===== src/hw/flash_host_map.svh =====
`ifndef FLASH_HOST_MAP_SVH
`define FLASH_HOST_MAP_SVH

// ----------------------------------------------------------------------------
// Register offsets (byte addresses)
// ----------------------------------------------------------------------------
`define OFS_ADDR         8'h00
`define OFS_WDATA        8'h04
`define OFS_CMD          8'h08
`define OFS_STATUS       8'h0C
`define OFS_RDATA        8'h10

// ----------------------------------------------------------------------------
// Field positions
// ----------------------------------------------------------------------------
`define CMD_OP_LSB       0
`define ST_BUSY          0
`define ST_ASLEEP        1
`define ST_ARRAY_MODE    2
`define ST_ERROR         3
`define ST_SUPPLY_LOW    4
`define ST_REFUSED       5
`define FL_SUPPLY_LOW    3
`define FL_PROGRAM_FAIL  4
`define FL_ERASE_FAIL    5

// ----------------------------------------------------------------------------
// Flash command bytes and timing
// ----------------------------------------------------------------------------
`define FL_READ_ARRAY    8'hFF
`define FL_ERASE_CONFIRM 8'hD0
`define WAKE_NS          600
`define CLK_NS           5
`define WAKE_CLKS        ((`WAKE_NS + `CLK_NS - 1) / `CLK_NS)

`endif


===== src/hw/flash_host_pkg.sv =====
package flash_host_pkg;

    typedef enum logic [3:0] {
        ST_IDLE   = 4'b0001,
        ST_ACCESS = 4'b0010,
        ST_HOLD   = 4'b0100,
        ST_WAKE   = 4'b1000
    } host_state_t;

    typedef enum logic [1:0] {
        OP_READ  = 2'h0,
        OP_WRITE = 2'h1,
        OP_SLEEP = 2'h2,
        OP_WAKE  = 2'h3
    } host_op_t;

endpackage : flash_host_pkg


===== src/hw/flash_host_ctrl.sv =====
// Function
// - Supply-low flag blocks erase confirm until cleared.
// - Host clears status before any retry.
// - Wait 600 ns after reset release before access.
// - Host reset also holds flash in reset.
// - First access after power-up drops chip select.
// - Write only with write enable and select low.
// - Read-array command before reading array again (the code tracks array mode but accepts reads in either mode).
//
// The placing of the registers and the Wishbone slave port were chosen for this implementation.
`include "flash_host_map.svh"

module flash_host_ctrl #(
    parameter int           AW          = 18,
    parameter int           DW          = 16,
    parameter int           STROBE_CLKS = 32,
    parameter logic [7:0]   CLEAR_CMD   = 8'h50,
    parameter logic [7:0]   STATUS_CMD  = 8'h70
) (
    input  wire logic          clk_i,
    input  wire logic          rst_i,
    input  wire logic          wb_cyc_i,
    input  wire logic          wb_stb_i,
    input  wire logic          wb_we_i,
    input  wire logic [7:0]    wb_adr_i,
    input  wire logic [3:0]    wb_sel_i,
    input  wire logic [31:0]   wb_dat_i,
    output logic      [31:0]   wb_dat_o,
    output logic               wb_ack_o,
    output logic               ce_n_o,
    output logic               oe_n_o,
    output logic               we_n_o,
    output logic               reset_powerdown_n_o,
    output logic [AW-1:0]      addr_o,
    output logic [DW-1:0]      dq_o,
    output logic               dq_oe_o,
    input  wire logic [DW-1:0] dq_i
);
    import flash_host_pkg::*;

    localparam int CNT_W = 8;
    localparam int WAKE_CLKS = `WAKE_CLKS;
    localparam logic [CNT_W-1:0] STROBE_LAST = CNT_W'(STROBE_CLKS - 1);
    localparam logic [CNT_W-1:0] WAKE_LAST = CNT_W'(WAKE_CLKS - 1);

    host_state_t       state_reg;
    logic [CNT_W-1:0]  cnt_reg;
    logic [AW-1:0]     addr_reg;
    logic [DW-1:0]     wdata_reg;
    logic [DW-1:0]     rdata_reg;
    logic              write_reg;
    logic              array_mode_reg;
    logic              error_reg;
    logic              supply_low_reg;
    logic              refused_reg;

    // ------------------------------------------------------------------------
    // Bus decode and command admission
    // ------------------------------------------------------------------------
    logic        bus_req;
    logic        cmd_wr;
    host_op_t    op;
    logic [7:0]  wbyte;
    logic        guard_bad;
    logic        accept;
    logic        clear_wr;

    assign bus_req = wb_cyc_i && wb_stb_i && !wb_ack_o;
    assign cmd_wr  = bus_req && wb_we_i && wb_sel_i[0] && (wb_adr_i == `OFS_CMD);
    assign op      = host_op_t'(wb_dat_i[`CMD_OP_LSB +: 2]);
    assign wbyte   = wdata_reg[7:0];
    // Retry blocked until status is cleared; erase confirm blocked on low supply.
    assign guard_bad = (error_reg && wbyte != CLEAR_CMD && wbyte != STATUS_CMD)
                     || (supply_low_reg && wbyte == `FL_ERASE_CONFIRM);
    always_comb begin
        accept = 1'b0;
        if (cmd_wr && state_reg == ST_IDLE) begin
            unique case (op)
                OP_READ:  accept = reset_powerdown_n_o;
                OP_WRITE: accept = reset_powerdown_n_o && !guard_bad;
                OP_SLEEP: accept = reset_powerdown_n_o;
                OP_WAKE:  accept = !reset_powerdown_n_o;
            endcase
        end
    end
    assign clear_wr = accept && op == OP_WRITE && wbyte == CLEAR_CMD;

    // ------------------------------------------------------------------------
    // Wishbone slave
    // ------------------------------------------------------------------------
    always_ff @(posedge clk_i) begin
        if (rst_i) begin
            wb_ack_o <= 1'b0;
            wb_dat_o <= 32'h0000_0000;
        end else begin
            wb_ack_o <= bus_req;
            wb_dat_o <= 32'h0000_0000;
            if (bus_req && !wb_we_i) begin
                unique case (wb_adr_i)
                    `OFS_ADDR:   wb_dat_o <= 32'(addr_reg);
                    `OFS_WDATA:  wb_dat_o <= 32'(wdata_reg);
                    `OFS_RDATA:  wb_dat_o <= 32'(rdata_reg);
                    `OFS_STATUS: wb_dat_o <= 32'({refused_reg, supply_low_reg, error_reg,
                                                  array_mode_reg, !reset_powerdown_n_o,
                                                  state_reg != ST_IDLE});
                    default:     wb_dat_o <= 32'h0000_0000;
                endcase
            end
        end
    end

    always_ff @(posedge clk_i) begin
        if (rst_i) begin
            addr_reg  <= '0;
            wdata_reg <= '0;
        end else if (bus_req && wb_we_i) begin
            if (wb_adr_i == `OFS_ADDR)
                addr_reg <= wb_dat_i[AW-1:0];
            if (wb_adr_i == `OFS_WDATA)
                wdata_reg <= wb_dat_i[DW-1:0];
        end
    end

    // Refused sticky bit: a new refusal wins over a write-one clear.
    always_ff @(posedge clk_i) begin
        if (rst_i)
            refused_reg <= 1'b0;
        else if (cmd_wr && !accept)
            refused_reg <= 1'b1;
        else if (bus_req && wb_we_i && wb_adr_i == `OFS_STATUS && wb_dat_i[`ST_REFUSED])
            refused_reg <= 1'b0;
    end

    // ------------------------------------------------------------------------
    // Flash pin sequencer
    // ------------------------------------------------------------------------
    always_ff @(posedge clk_i) begin
        if (rst_i) begin
            state_reg           <= ST_IDLE;
            cnt_reg             <= '0;
            write_reg           <= 1'b0;
            ce_n_o              <= 1'b1;
            oe_n_o              <= 1'b1;
            we_n_o              <= 1'b1;
            reset_powerdown_n_o <= 1'b0;
            addr_o              <= '0;
            dq_o                <= '0;
            dq_oe_o             <= 1'b0;
        end else begin
            unique case (state_reg)
                ST_IDLE: begin
                    cnt_reg <= '0;
                    if (accept) begin
                        unique case (op)
                            OP_READ, OP_WRITE: begin
                                write_reg <= (op == OP_WRITE);
                                addr_o    <= addr_reg;
                                dq_o      <= wdata_reg;
                                dq_oe_o   <= (op == OP_WRITE);
                                ce_n_o    <= 1'b0;
                                we_n_o    <= !(op == OP_WRITE);
                                oe_n_o    <= (op == OP_WRITE);
                                state_reg <= ST_ACCESS;
                            end
                            OP_SLEEP: reset_powerdown_n_o <= 1'b0;
                            OP_WAKE: begin
                                reset_powerdown_n_o <= 1'b1;
                                state_reg           <= ST_WAKE;
                            end
                        endcase
                    end
                end
                ST_ACCESS: begin
                    cnt_reg <= cnt_reg + 1'b1;
                    if (cnt_reg == STROBE_LAST) begin
                        we_n_o    <= 1'b1;
                        oe_n_o    <= 1'b1;
                        state_reg <= ST_HOLD;
                    end
                end
                ST_HOLD: begin
                    ce_n_o    <= 1'b1;
                    dq_oe_o   <= 1'b0;
                    state_reg <= ST_IDLE;
                end
                ST_WAKE: begin
                    cnt_reg <= cnt_reg + 1'b1;
                    if (cnt_reg == WAKE_LAST)
                        state_reg <= ST_IDLE;
                end
            endcase
        end
    end

    // ------------------------------------------------------------------------
    // Tracking of the flash's command mode and error flags
    // ------------------------------------------------------------------------
    logic read_done;
    assign read_done = state_reg == ST_ACCESS && cnt_reg == STROBE_LAST && !write_reg;

    always_ff @(posedge clk_i) begin
        if (rst_i)
            rdata_reg <= '0;
        else if (read_done)
            rdata_reg <= dq_i;
    end

    always_ff @(posedge clk_i) begin
        if (rst_i)
            array_mode_reg <= 1'b1;
        else if (accept && op == OP_WAKE)
            array_mode_reg <= 1'b1;
        else if (accept && op == OP_WRITE)
            array_mode_reg <= (wbyte == `FL_READ_ARRAY);
    end

    // Status reads latch the device's fail flags until the clear command is sent or a sleep command is accepted.
    always_ff @(posedge clk_i) begin
        if (rst_i) begin
            error_reg      <= 1'b0;
            supply_low_reg <= 1'b0;
        end else if (read_done && !array_mode_reg) begin
            if (dq_i[`FL_SUPPLY_LOW] || dq_i[`FL_PROGRAM_FAIL] || dq_i[`FL_ERASE_FAIL])
                error_reg <= 1'b1;
            if (dq_i[`FL_SUPPLY_LOW])
                supply_low_reg <= 1'b1;
        end else if (clear_wr || (accept && op == OP_SLEEP)) begin
            error_reg      <= 1'b0;
            supply_low_reg <= 1'b0;
        end
    end

    // ------------------------------------------------------------------------
    // Checks
    // ------------------------------------------------------------------------
    logic [CNT_W-1:0] since_wake;
    always_ff @(posedge clk_i) begin
        if (rst_i || !reset_powerdown_n_o)
            since_wake <= '0;
        else if (since_wake != WAKE_LAST + 1'b1)
            since_wake <= since_wake + 1'b1;
    end

    // Counts the cycles that chip select has been held low, so that the strobe length can be checked
    // for any strobe parameter without a long repetition in the property.
    localparam logic [CNT_W:0] STROBE_SPAN = (CNT_W+1)'(STROBE_CLKS + 1);
    logic [CNT_W:0] ce_low_cnt;
    always_ff @(posedge clk_i) begin
        if (rst_i || ce_n_o)
            ce_low_cnt <= '0;
        else
            ce_low_cnt <= ce_low_cnt + 1'b1;
    end

    a_wake_no_access: assert property (@(posedge clk_i) disable iff (rst_i)
        (since_wake < WAKE_LAST) |-> ce_n_o) else $error("flash accessed before wake time");
    a_write_with_ce: assert property (@(posedge clk_i) disable iff (rst_i)
        !we_n_o |-> !ce_n_o && oe_n_o && dq_oe_o) else $error("write strobe without select");
    a_read_with_ce: assert property (@(posedge clk_i) disable iff (rst_i)
        !oe_n_o |-> !ce_n_o && !dq_oe_o) else $error("output enable without select");
    a_reset_holds_rp: assert property (@(posedge clk_i) disable iff (rst_i)
        $fell(rst_i) |-> !reset_powerdown_n_o && ce_n_o) else $error("flash not held in reset");
    a_supply_low_block: assert property (@(posedge clk_i) disable iff (rst_i)
        (supply_low_reg && $fell(we_n_o)) |-> dq_o[7:0] != `FL_ERASE_CONFIRM)
        else $error("erase confirm sent while supply low flagged");
    a_clear_first: assert property (@(posedge clk_i) disable iff (rst_i)
        (error_reg && $fell(we_n_o)) |-> (dq_o[7:0] == CLEAR_CMD || dq_o[7:0] == STATUS_CMD))
        else $error("command sent before clearing status");
    a_array_mode_cmd: assert property (@(posedge clk_i) disable iff (rst_i)
        (accept && op == OP_WRITE && wbyte == `FL_READ_ARRAY) |=> array_mode_reg ##1 !we_n_o)
        else $error("read-array command not tracked");
    a_strobe_length: assert property (@(posedge clk_i) disable iff (rst_i)
        $rose(ce_n_o) |-> ce_low_cnt == STROBE_SPAN) else $error("strobe length wrong");
    a_ack_single: assert property (@(posedge clk_i) disable iff (rst_i)
        wb_ack_o |=> !wb_ack_o) else $error("ack held over two cycles");

    c_wake_done: cover property (@(posedge clk_i) disable iff (rst_i)
        state_reg == ST_WAKE ##1 state_reg == ST_IDLE);
    c_error_seen: cover property (@(posedge clk_i) disable iff (rst_i) $rose(error_reg));
    c_refused: cover property (@(posedge clk_i) disable iff (rst_i)
        cmd_wr && op == OP_WRITE && guard_bad);
    c_clear: cover property (@(posedge clk_i) disable iff (rst_i) error_reg && clear_wr);

endmodule : flash_host_ctrl


===== config.mk =====
export PLATFORM = sky130hd
export DESIGN_NAME = flash_host_ctrl
export DESIGN_NICKNAME = d
export VERILOG_FILES = /design/src/hw/flash_host_pkg.sv /design/src/hw/flash_host_ctrl.sv
export VERILOG_INCLUDE_DIRS = /design/src /design/src/hw
export SDC_FILE = /design/constraint.sdc
export NUM_CORES = 1
export LEC_CHECK = 0
export BUFFER_PORTS_ARGS = -buffer_cell sky130_fd_sc_hd__buf_4
export CORE_ASPECT_RATIO = 0.6
export CORE_MARGIN = 2
export CORE_UTILIZATION = 55
export CTS_CLUSTER_SIZE = 10
export DETAILED_ROUTE_END_ITERATION = 8
export GPL_TIMING_DRIVEN = 0
export PLACE_DENSITY = 0.83
export SETUP_SLACK_MARGIN = 0.1
export SLEW_MARGIN = 30
export SYNTH_ARGS = -nofsm -noshare
export SYNTH_HDL_FRONTEND = slang
export SYNTH_SLANG_ARGS = --single-unit

===== constraint.sdc =====
create_clock -name clk_i -period 2.9 [get_ports clk_i]
set_input_delay 0.29 -clock clk_i [delete_from_list [all_inputs] [get_ports clk_i]]
set_output_delay 0.29 -clock clk_i [all_outputs]
set_load 0.03 [all_outputs]

==> results of run 1 <==
tightest hold or removal path: cells and delay by family:
kind,cells,cell delay (ns)
AOI/OAI and AO/OA,1,0.05
and+or+nand+nor,1,0.05
buffers and inverters,1,0.11
power breakdown:
| part | internal, mW | switching (mW) | total, mW |
|---|---|---|---|
| clock network | 1.47 | 0.766 | 2.24 |
| logic | 0.0993 | 0.160 | 0.259 |
| registers | 1.73 | 0.00674 | 1.73 |
cell usage in the layout (no fill, tap or decap), types with 5 or more instances in the layout:
master	instances
nor3_1	8
buf_4	124
buf_2	9
dfxtp_1	125
nand3_1	26
o21ai_0	5
conb_1	14
nand4_1	5
a21oi_1	96
nor2b_1	7
a222oi_1	15
nor2_1	33
clkbuf_16	17
o21ai_1	5
nand2_1	170
inv_1	5
mux2_2	6
clkbuf_1	26
metrics by stage:
step | util | std cells | setup WS [ns]
6_report | 0.736 | 886 | 0.655
5_1_grt | 0.736 | 886 | 0.567
4_1_cts | 0.736 | 886 | 0.751
3_5_place_dp | 0.667 | 855 | 0.587
3_3_place_gp | 0.667 | 855 | 0.598
2_1_floorplan | - | 634 | 1.00
cell families after synthesis:
family                   after synthesis  synth area share
AND/OR/NAND/NOR                      287             0.260
AO/OA/AOI/OAI                        138             0.162
flip-flops                           125             0.492
buffers and inverters                 59            0.0613
multiplexers                           8            0.0172
XOR/XNOR                               2           0.00345
adder cells (fa/ha/maj)                1           0.00246
other                                  1          0.000738
cell type report:
class	instances	area, µm²
sequential	125	2500
fill	702	2400
multi-input combinational	450	2320
timing repair buffer	105	788
clock buffer	20	457
buffer	54	293
clock inverter	11	166
tap	116	145
inverter	5	18.8
per-layer routing:
layer,wire length [µm],global-route usage,up-vias
li1,-,-,2408
met1,6970,0.491,2427
met2,6730,0.453,392
met3,2660,0.130,46
met4,297,0.100,2
met5,22,0,-
worst max path at each step:
stage	from	to	slack, ns	cells after the start
6_report	wb_ack_o	dq_o[14]	0.66	8
3_5_place_dp	wb_adr_i[7]	addr_reg[10]	0.59	7
5_1_grt	wdata_reg[3]	addr_o[13]	0.57	6
2_1_floorplan	wb_ack_o	array_mode_reg	1.00	6
3_3_place_gp	wb_adr_i[7]	addr_reg[14]	0.60	7
4_1_cts	wb_ack_o	dq_o[14]	0.75	8
==> flow_metrics.env, run 1 <==
export IMPL_outcome="finished clean"
export IMPL_antenna_cells=0
export IMPL_finalHoldViolCount=0
export IMPL_worstReg2RegStart="wb_ack_o"
export IMPL_start_util=0.559
export IMPL_place_gp_congestion=0.961
export IMPL_synth_common_cells="nand2_1, dfxtp_1, a21oi_1"
export IMPL_end_kind="register"
export IMPL_synthesis_area_um2=5080
export IMPL_cts_tree="done"
export IMPL_p_total_mw=4.23
export IMPL_yosysTopAreaCell="dfxtp_1"
export IMPL_cts_buffers_inserted=17
export IMPL_pin_count=137
export IMPL_tightest_slew_ns=0.866
export IMPL_area_delta_synth_final_pct=31.6
export IMPL_post_dp_cell_area_um2=6060
export IMPL_finalSetupViolations=0
export IMPL_htreeDepth=4
export IMPL_antenna_found_initial=1
export IMPL_ctsHoldBuffers=0
export IMPL_rsz0062_at_grt="false"
export IMPL_cts_root_buffer="clkbuf_16"
export IMPL_whs_ns=0.132
export IMPL_reg2reg_depth=8
export IMPL_cellLeakagePower_nw=2.53
export IMPL_clk_path_buf_depth=2
export IMPL_synth_seq_area_share=0.492
export IMPL_layout_nets=824
export IMPL_min_path_type="input port to register"
export IMPL_async_reset_ff_frac=0
export IMPL_path_cells="and4b_1 -> clkbuf_1 -> and4_1 -> o311a_1 -> buf_4 -> buf_4 -> nand2_1 -> a21oi_1"
export IMPL_synth_most_common_cell="nand2_1"
export IMPL_max_freq_mhz=445
export IMPL_crit_top_cell="buf_4"
export IMPL_die_y_um=78.5
export IMPL_grt_pass1_wl_mm=25.5
export IMPL_ant_nets=0
export IMPL_synth_top_area_frac=0.492
export IMPL_wl_per_cell_um=18.8
export IMPL_syn_inst=621
export IMPL_clk_pin_slew_ns=0.06
export IMPL_ys_types=53
export IMPL_slew_headroom=0.418
export IMPL_grt_max_degree=17
export IMPL_required_ns=3.24
export IMPL_drt_iter0_drc=795
export IMPL_crit_fanout=10
export IMPL_timing_critical_path_buf_inv=3
export IMPL_fin_area_um2=6690
export IMPL_grt_total_usage=0.336
export IMPL_fin_crit_ns=2.24
export IMPL_synthTopCellsByArea="dfxtp_1, nand2_1, a21oi_1"
export IMPL_crit_family="simple AND/OR/NAND/NOR gates"
export IMPL_min_to="rdata_reg[11]"
export IMPL_place_hpwl_mm=12.0
export IMPL_crit_type="register to register"
export IMPL_clkLatencyLatePin_ns=0.41
export IMPL_cts_repair_resized=0
export IMPL_whs_path_depth=3
export IMPL_drc=0
export IMPL_r2r_slack_ns=0.66
export IMPL_grt_overflow=0
export IMPL_synth_seq_cells=125
export IMPL_timing_final_crit_share=0.774
export IMPL_critPathLaunchType="register"
export IMPL_post_cts_buffers=0
export IMPL_clock_sinks=125
export IMPL_crit_arrival_ns=2.59
export IMPL_wl_mm=16.7
export IMPL_tns_ns=0
export IMPL_slowest_delay_ns=0.41
export IMPL_max_cap_violations=0
export IMPL_maxSlewViolCount=0
export IMPL_final_layout_size_suffix_gt1_frac=0.234
export IMPL_slowest_stage="and4_1"
export IMPL_min_delay_start="dq_i[11]"
export IMPL_grt_pass1_vias=4705
export IMPL_die_w_um=128
export IMPL_vias=5275
export IMPL_ys_warnings_count=0
export IMPL_core_area_um2=9090
export IMPL_syn_area_per_cell_um2=8.18
export IMPL_via_per_inst=5.95
export IMPL_dieArea_um2=10100
export IMPL_dr_pass1_iters=9
export IMPL_rows=27
export IMPL_power_density_nw_per_um2=633
export IMPL_ys_flop_type="dfxtp_1"
export IMPL_synth_edf_count=0
export IMPL_r2r_end="dq_o[14]"
export IMPL_finalClockSkew_ns=0.00603
export IMPL_vdd_drop_max_mv=0.480
export IMPL_port_buffer_count=105
No activity file was read; power rests on OpenSTA's default activity.
==> run 2, diff against run 1 <==
--- a/config.mk
+++ b/config.mk
@@ -6,14 +6,15 @@
 export SDC_FILE = /design/constraint.sdc
 export NUM_CORES = 1
 export LEC_CHECK = 0
+export ABC_AREA = 1
 export BUFFER_PORTS_ARGS = -buffer_cell sky130_fd_sc_hd__buf_4
 export CORE_ASPECT_RATIO = 0.6
 export CORE_MARGIN = 2
-export CORE_UTILIZATION = 55
+export CORE_UTILIZATION = 53
 export CTS_CLUSTER_SIZE = 10
 export DETAILED_ROUTE_END_ITERATION = 8
 export GPL_TIMING_DRIVEN = 0
-export PLACE_DENSITY = 0.83
+export PLACE_DENSITY = 0.8
 export SETUP_SLACK_MARGIN = 0.1
 export SLEW_MARGIN = 30
 export SYNTH_ARGS = -nofsm -noshare
==> constraint.sdc (replaced) <==
create_clock -name clk_i -period 2.3 [get_ports clk_i]
set_input_delay 0.23 -clock clk_i [delete_from_list [all_inputs] [get_ports clk_i]]
set_output_delay 0.23 -clock clk_i [all_outputs]
set_load 0.03 [all_outputs]
==> run 2 against run 1 <==
Effect of this change: combinational power grew 73%; first-iteration DRC count shrank 31%; via count grew 2.7%; largest cell class unchanged; largest power group unchanged.
==> flow_metrics.env, run 2 <==
export IMPL_cts_buffers_inserted=17
export IMPL_layout_common_cells="dfxtp_1, buf_4, nor2_1"
export IMPL_grt_overflow=0
export IMPL_finalSetupViolations=0
export IMPL_ys_types=38
export IMPL_power_density_nw_per_um2=793
export IMPL_yosysTopAreaCell="dfxtp_1"
export IMPL_pin_count=137
export IMPL_tns_ns=0
export IMPL_pwr_share_clk=0.516
export IMPL_start_util=0.539
export IMPL_clk_pin_slew_ns=0.06
export IMPL_critPathLaunchType="register"
export IMPL_outcome="finished clean"
export IMPL_ctsHoldBuffers=0
export IMPL_rows=28
export IMPL_post_place_ws_ns=0.243
export IMPL_cellLeakagePower_nw=2.96
export IMPL_async_reset_ff_frac=0
export IMPL_whs_ns=0.00580
export IMPL_wl_per_cell_um=17.2
export IMPL_synth_top_area_frac=0.475
export IMPL_area_delta_synth_final_pct=31.3
export IMPL_p_seq_frac=0.403
export IMPL_crit_type="register to register"
export IMPL_required_ns=2.61
export IMPL_synthTopCellsByArea="dfxtp_1, nor2_1, nand2_1"
export IMPL_via_per_inst=5.56
export IMPL_layout_nets=892
export IMPL_cts_tree="done"
export IMPL_final_layout_size_suffix_gt1_frac=0.242
export IMPL_antenna_found_initial=0
export IMPL_port_buffer_count=105
export IMPL_clkLatencyLatePin_ns=0.42
export IMPL_place_hpwl_mm=12.7
export IMPL_core_area_um2=9770
export IMPL_dp_cells=941
export IMPL_vias=5416
export IMPL_max_cap_violations=0
export IMPL_p_int_mw=4.14
export IMPL_synth_common_cells="dfxtp_1, nor2_1, nand2_1"
export IMPL_post_dp_cell_area_um2=6280
export IMPL_tightest_slew_ns=0.637
export IMPL_antenna_cells=0
export IMPL_synth_edf_count=0
export IMPL_vdd_drop_max_mv=0.536
export IMPL_finalClockSkew_ns=0.00493
export IMPL_dieArea_um2=10800
export IMPL_timing_final_crit_share=0.889
export IMPL_fin_util=0.708
export IMPL_maxSlewViolCount=0
export IMPL_switching_power_mw=1.35
export IMPL_min_path_type="input port to register"
export IMPL_synthesis_area_um2=5270
export IMPL_htreeDepth=4
export IMPL_die_w_um=133
export IMPL_syn_inst=688
export IMPL_place_gp_congestion=0.957
export IMPL_sw_frac_of_total=0.246
export IMPL_fin_ws_ns=0.255
export IMPL_clock_sinks=125
export IMPL_clk_path_buf_depth=2
export IMPL_drc=0
export IMPL_finalHoldViolCount=0
export IMPL_syn_area_per_cell_um2=7.66
export IMPL_fin_area_um2=6920
export IMPL_synth_most_common_cell="dfxtp_1"
export IMPL_grt_total_usage=0.315
export IMPL_wl_mm=16.7
export IMPL_synth_seq_cells=125
export IMPL_combPwrFrac=0.082
export IMPL_crit_fanout=10
export IMPL_ys_flop_type="dfxtp_1"
export IMPL_p_total_mw=5.48
export IMPL_grt_pass1_vias=4787
export IMPL_drt_iter0_drc=547
export IMPL_fin_crit_ns=2.04
export IMPL_end_kind="register"
export IMPL_slew_headroom=0.575
export IMPL_grt_max_degree=17
export IMPL_instances_no_fill=974
export IMPL_grt_pass1_wl_mm=25.8
export IMPL_cts_root_buffer="clkbuf_16"
export IMPL_r2r_slack_ns=0.26
export IMPL_ant_nets=0
export IMPL_fill_cells=800
export IMPL_rsz0062_at_grt="false"
export IMPL_dr_pass1_iters=5
export IMPL_die_y_um=81.2
export IMPL_crit_arrival_ns=2.35
export IMPL_final_common_cell="dfxtp_1"
export IMPL_synth_seq_area_share=0.475
export IMPL_max_freq_mhz=489
export IMPL_ys_warnings_count=0
-- run 2: changes by cell type after synthesis, sizes merged, moves of 13 or more --
cell    before  now
nand2      170   76
a21oi       96   37
nand3       26   39
a222oi      15    0
nor3         9   52
nor2        34  132
o21ai       10   83
inv          5   52
-- run 2: layout make-up --
cell class / instances / area (µm²) / share of cell area
flip-flops and latches: 125 / 2500 / 0.362
multi-input cells: 475 / 2350 / 0.339
repair buffers: 106 / 796 / 0.115
clock buffers: 17 / 425 / 0.0615
plain buffers: 49 / 289 / 0.0418
clock inverters: 15 / 196 / 0.0284
inverters: 52 / 195 / 0.0282
well taps: 135 / 169 / 0.0244
-- run 2: repair_timing --
| item | 4_1_cts | 5_1_grt |
|---|---|---|
| gates resized for setup | 0 | 2 |
| endpoints found under the hold margin | 0 | 0 |
| setup endpoints to repair | 0 | 15 |
| setup buffers | 0 | 1 |
-- run 2: final timing paths --
| path | startpoint | end | depth (start not counted) |
|---|---|---|---|
| max reg2reg | cnt_reg[0] | rdata_reg[7] | 11 |
| min reg2reg | ce_n_o | ce_n_o | 2 |
| min | rst_i | wb_ack_o | 2 |
| max | cnt_reg[0] | rdata_reg[7] | 11 |
-- run 2: layer usage --
layer	share of wire	vias up	track usage
li1	-	2560	-
met1	0.46	2491	0.463
met2	0.41	343	0.447
met3	0.12	22	0.0930
met4	0.0088	0	0.0860
met5	0	-	0
-- run 2: power by group through the flow --
stage	clock network, mW	logic, mW	registers, mW
2_1_floorplan	0	0.274	2.25
3_3_place_gp	0	0.417	2.25
3_5_place_dp	0	0.432	2.25
4_1_cts	2.83	0.434	2.21
5_1_grt	2.95	0.486	2.21
6_report	2.83	0.448	2.21
-- run 2: worst max-delay path, stage by stage (launching register included) --
cell and delay (ns):
dfxtp_1 0.37, ha_1 0.19, nand2_1 0.12, inv_1 0.08
nand2_1 0.07, nor2_2 0.20, nand4_4 0.15, nor2_4 0.24
inv_1 0.10, buf_2 0.19, o21ai_0 0.16, a21oi_1 0.06
-- run 2: logic make-up after synthesis --
logic type | after synthesis | synth area share
AOI/OAI and AO/OA | 149 | 0.154
adders and majority gates | 1 | 0.00237
buffers and inverters | 101 | 0.0919
DFF | 125 | 0.475
other | 1 | 0.000712
and+or+nand+nor | 311 | 0.276
==> run 3, diff against run 2 <==
--- a/config.mk
+++ b/config.mk
@@ -10,11 +10,11 @@
 export BUFFER_PORTS_ARGS = -buffer_cell sky130_fd_sc_hd__buf_4
 export CORE_ASPECT_RATIO = 0.6
 export CORE_MARGIN = 2
-export CORE_UTILIZATION = 53
+export CORE_UTILIZATION = 55
 export CTS_CLUSTER_SIZE = 10
 export DETAILED_ROUTE_END_ITERATION = 8
 export GPL_TIMING_DRIVEN = 0
-export PLACE_DENSITY = 0.8
+export PLACE_DENSITY = 0.83
 export SETUP_SLACK_MARGIN = 0.1
 export SLEW_MARGIN = 30
 export SYNTH_ARGS = -nofsm -noshare
==> constraint.sdc (replaced) <==
create_clock -name clk_i -period 2.6 [get_ports clk_i]
set_input_delay 0.26 -clock clk_i [delete_from_list [all_inputs] [get_ports clk_i]]
set_output_delay 0.26 -clock clk_i [all_outputs]
set_load 0.03 [all_outputs]
==> run 3 against run 2 <==
Effect of this change: utilization increased by 2.9 points; sequential power shrank 12%; total power is 17% lower; critical endpoint is now rdata_reg[14]; largest cell class unchanged; largest power group unchanged; highest routed layer unchanged.
==> flow_metrics.env, run 3 (synthesized netlist as in run 2, its figures left out) <==
export IMPL_grtUsageMet2=0.463
export IMPL_slowest_stage="dfxtp_1"
export IMPL_drc=0
export IMPL_cts_repair_resized=0
export IMPL_place_gp_congestion=0.952
export IMPL_layout_common_cells="dfxtp_1, buf_4, nor2_1"
export IMPL_path_cells="ha_1 -> nand2_1 -> inv_1 -> nand2_1 -> nor2_2 -> nand4_2 -> nor2_2 -> inv_1 -> buf_2 -> o21ai_0 -> a21oi_1"
export IMPL_finalHoldViolCount=0
export IMPL_grt_overflow=0
export IMPL_port_buffer_count=105
export IMPL_wl_mm=16.7
export IMPL_combPwrFrac=0.087
export IMPL_max_cap_violations=0
export IMPL_slew_headroom=0.585
export IMPL_grt_pass1_vias=4972
export IMPL_pwr_share_clk=0.486
export IMPL_finalSetupViolations=0
export IMPL_crit_type="register to register"
export IMPL_critPathLaunchType="register"
export IMPL_slowest_delay_ns=0.38
export IMPL_switching_power_mw=1.10
export IMPL_vias=5365
export IMPL_fill_cells=721
export IMPL_pin_count=137
export IMPL_cts_root_buffer="clkbuf_16"
export IMPL_end_kind="register"
export IMPL_antenna_cells=0
export IMPL_final_common_cell="dfxtp_1"
export IMPL_cellLeakagePower_nw=2.94
export IMPL_start_util=0.569
export IMPL_final_layout_size_suffix_gt1_frac=0.237
export IMPL_crit_family="simple AND/OR/NAND/NOR gates"
export IMPL_ant_nets=0
export IMPL_tns_ns=0
export IMPL_cts_buffers_inserted=17
export IMPL_sw_frac_of_total=0.242
export IMPL_post_cts_buffers=0
export IMPL_die_w_um=130
export IMPL_wl_per_cell_um=17.3
export IMPL_p_int_mw=3.46
export IMPL_instances_no_fill=967
export IMPL_dr_pass1_iters=5
export IMPL_vdd_drop_max_mv=0.596
export IMPL_rsz0062_at_grt="false"
export IMPL_drt_iter0_drc=590
export IMPL_clk_path_buf_depth=2
export IMPL_crit_fanout=10
export IMPL_r2r_slack_ns=0.52
export IMPL_multi_input_area_um2=2330
export IMPL_htreeDepth=4
export IMPL_seqCellArea_um2=2500
export IMPL_grt_max_degree=17
export IMPL_use_met3=0.108
export IMPL_required_ns=2.89
export IMPL_rows=27
export IMPL_core_area_um2=9260
export IMPL_finalClockSkew_ns=0.00994
export IMPL_power_density_nw_per_um2=669
export IMPL_fin_crit_ns=2.08
export IMPL_tightest_slew_ns=0.623
export IMPL_min_path_type="input port to register"
export IMPL_clkLatencyLatePin_ns=0.41
export IMPL_p_seq_frac=0.427
export IMPL_dieArea_um2=10400
export IMPL_die_y_um=79.8
export IMPL_maxSlewViolCount=0
export IMPL_ctsHoldBuffers=0
export IMPL_via_per_inst=5.55
export IMPL_clock_sinks=125
export IMPL_layout_nets=891
export IMPL_met1_usage=0.483
export IMPL_area_delta_synth_final_pct=29.5
export IMPL_dp_cells=936
export IMPL_timing_final_crit_share=0.799
export IMPL_grt_busiest_layer="met1"
export IMPL_antenna_found_initial=0
export IMPL_clk_pin_slew_ns=0.06
export IMPL_grt_pass1_wl_mm=25.9
export IMPL_crit_arrival_ns=2.37
export IMPL_timing_critical_path_buf_inv=3
export IMPL_cts_tree="done"
export IMPL_outcome="finished clean"
export IMPL_place_hpwl_mm=12.6
export IMPL_max_freq_mhz=481
export IMPL_grt_total_usage=0.333
run 3: cell count changes in the layout (fill, tap and decap cells not counted):
cell and change:
nor2_4 -1, clkinvlp_4 -3, buf_4 -1, nor2_2 +1, clkinv_4 -2, nand4_4 -1
nand4_2 +1, clkbuf_1 +3, bufinv_16 -3, clkbuf_8 +4, inv_6 -1, clkinv_2 +1
run 3: per-stage QoR:
step / util / total power [mW] / hold WS (ns) / setup WS (ns) / area (µm²)
finish: 0.737 / 4.57 / 0.0425 / 0.522 / 6820
global route: 0.737 / 4.70 / 0.0389 / 0.318 / 6820
CTS: 0.737 / 4.55 / 0.0364 / 0.585 / 6820
detailed placement: 0.677 / 2.37 / 0.449 / 0.603 / 6270
global placement: 0.677 / 2.36 / 0.446 / 0.609 / 6270
floorplan: - / 2.23 / 0.347 / 0.987 / 5320
run 3: worst reg2reg max path, cell delays in order (launching register included):
cell	delay (ns)
dfxtp_1	0.38
ha_1	0.18
nand2_1	0.10
inv_1	0.07
nand2_1	0.07
nor2_2	0.14
nand4_2	0.19
nor2_2	0.29
inv_1	0.10
buf_2	0.19
o21ai_0	0.20
a21oi_1	0.06
run 3: cell type report:
type	instances	area share
sequential	125	0.367
multi-input combinational	475	0.342
timing repair buffer	105	0.116
clock buffer	24	0.0721
buffer	49	0.0424
inverter	52	0.0286
tap	130	0.0238
clock inverter	7	0.00917
run 3: worst paths after layout:
kind,from,end,depth (start not counted)
setup / recovery,cnt_reg[0],rdata_reg[14],11
hold / removal,rst_i,wb_ack_o,2
setup reg to reg,cnt_reg[0],rdata_reg[14],11
hold reg to reg,ce_n_o,ce_n_o,2
run 3: power by group through the flow:
stage	combinational, mW	clock (mW)	sequential [mW]
detailed placement	0.380	0	1.99
CTS	0.386	2.21	1.95
global route	0.435	2.31	1.95
global placement	0.370	0	1.99
floorplan	0.243	0	1.99
finish	0.396	2.22	1.95
run 3: metal layers:
layer  wire (µm)  part of all wire
met1        7490              0.45
met3        2100              0.13
met5           0                 0
met2        6850              0.41
met4         272             0.016
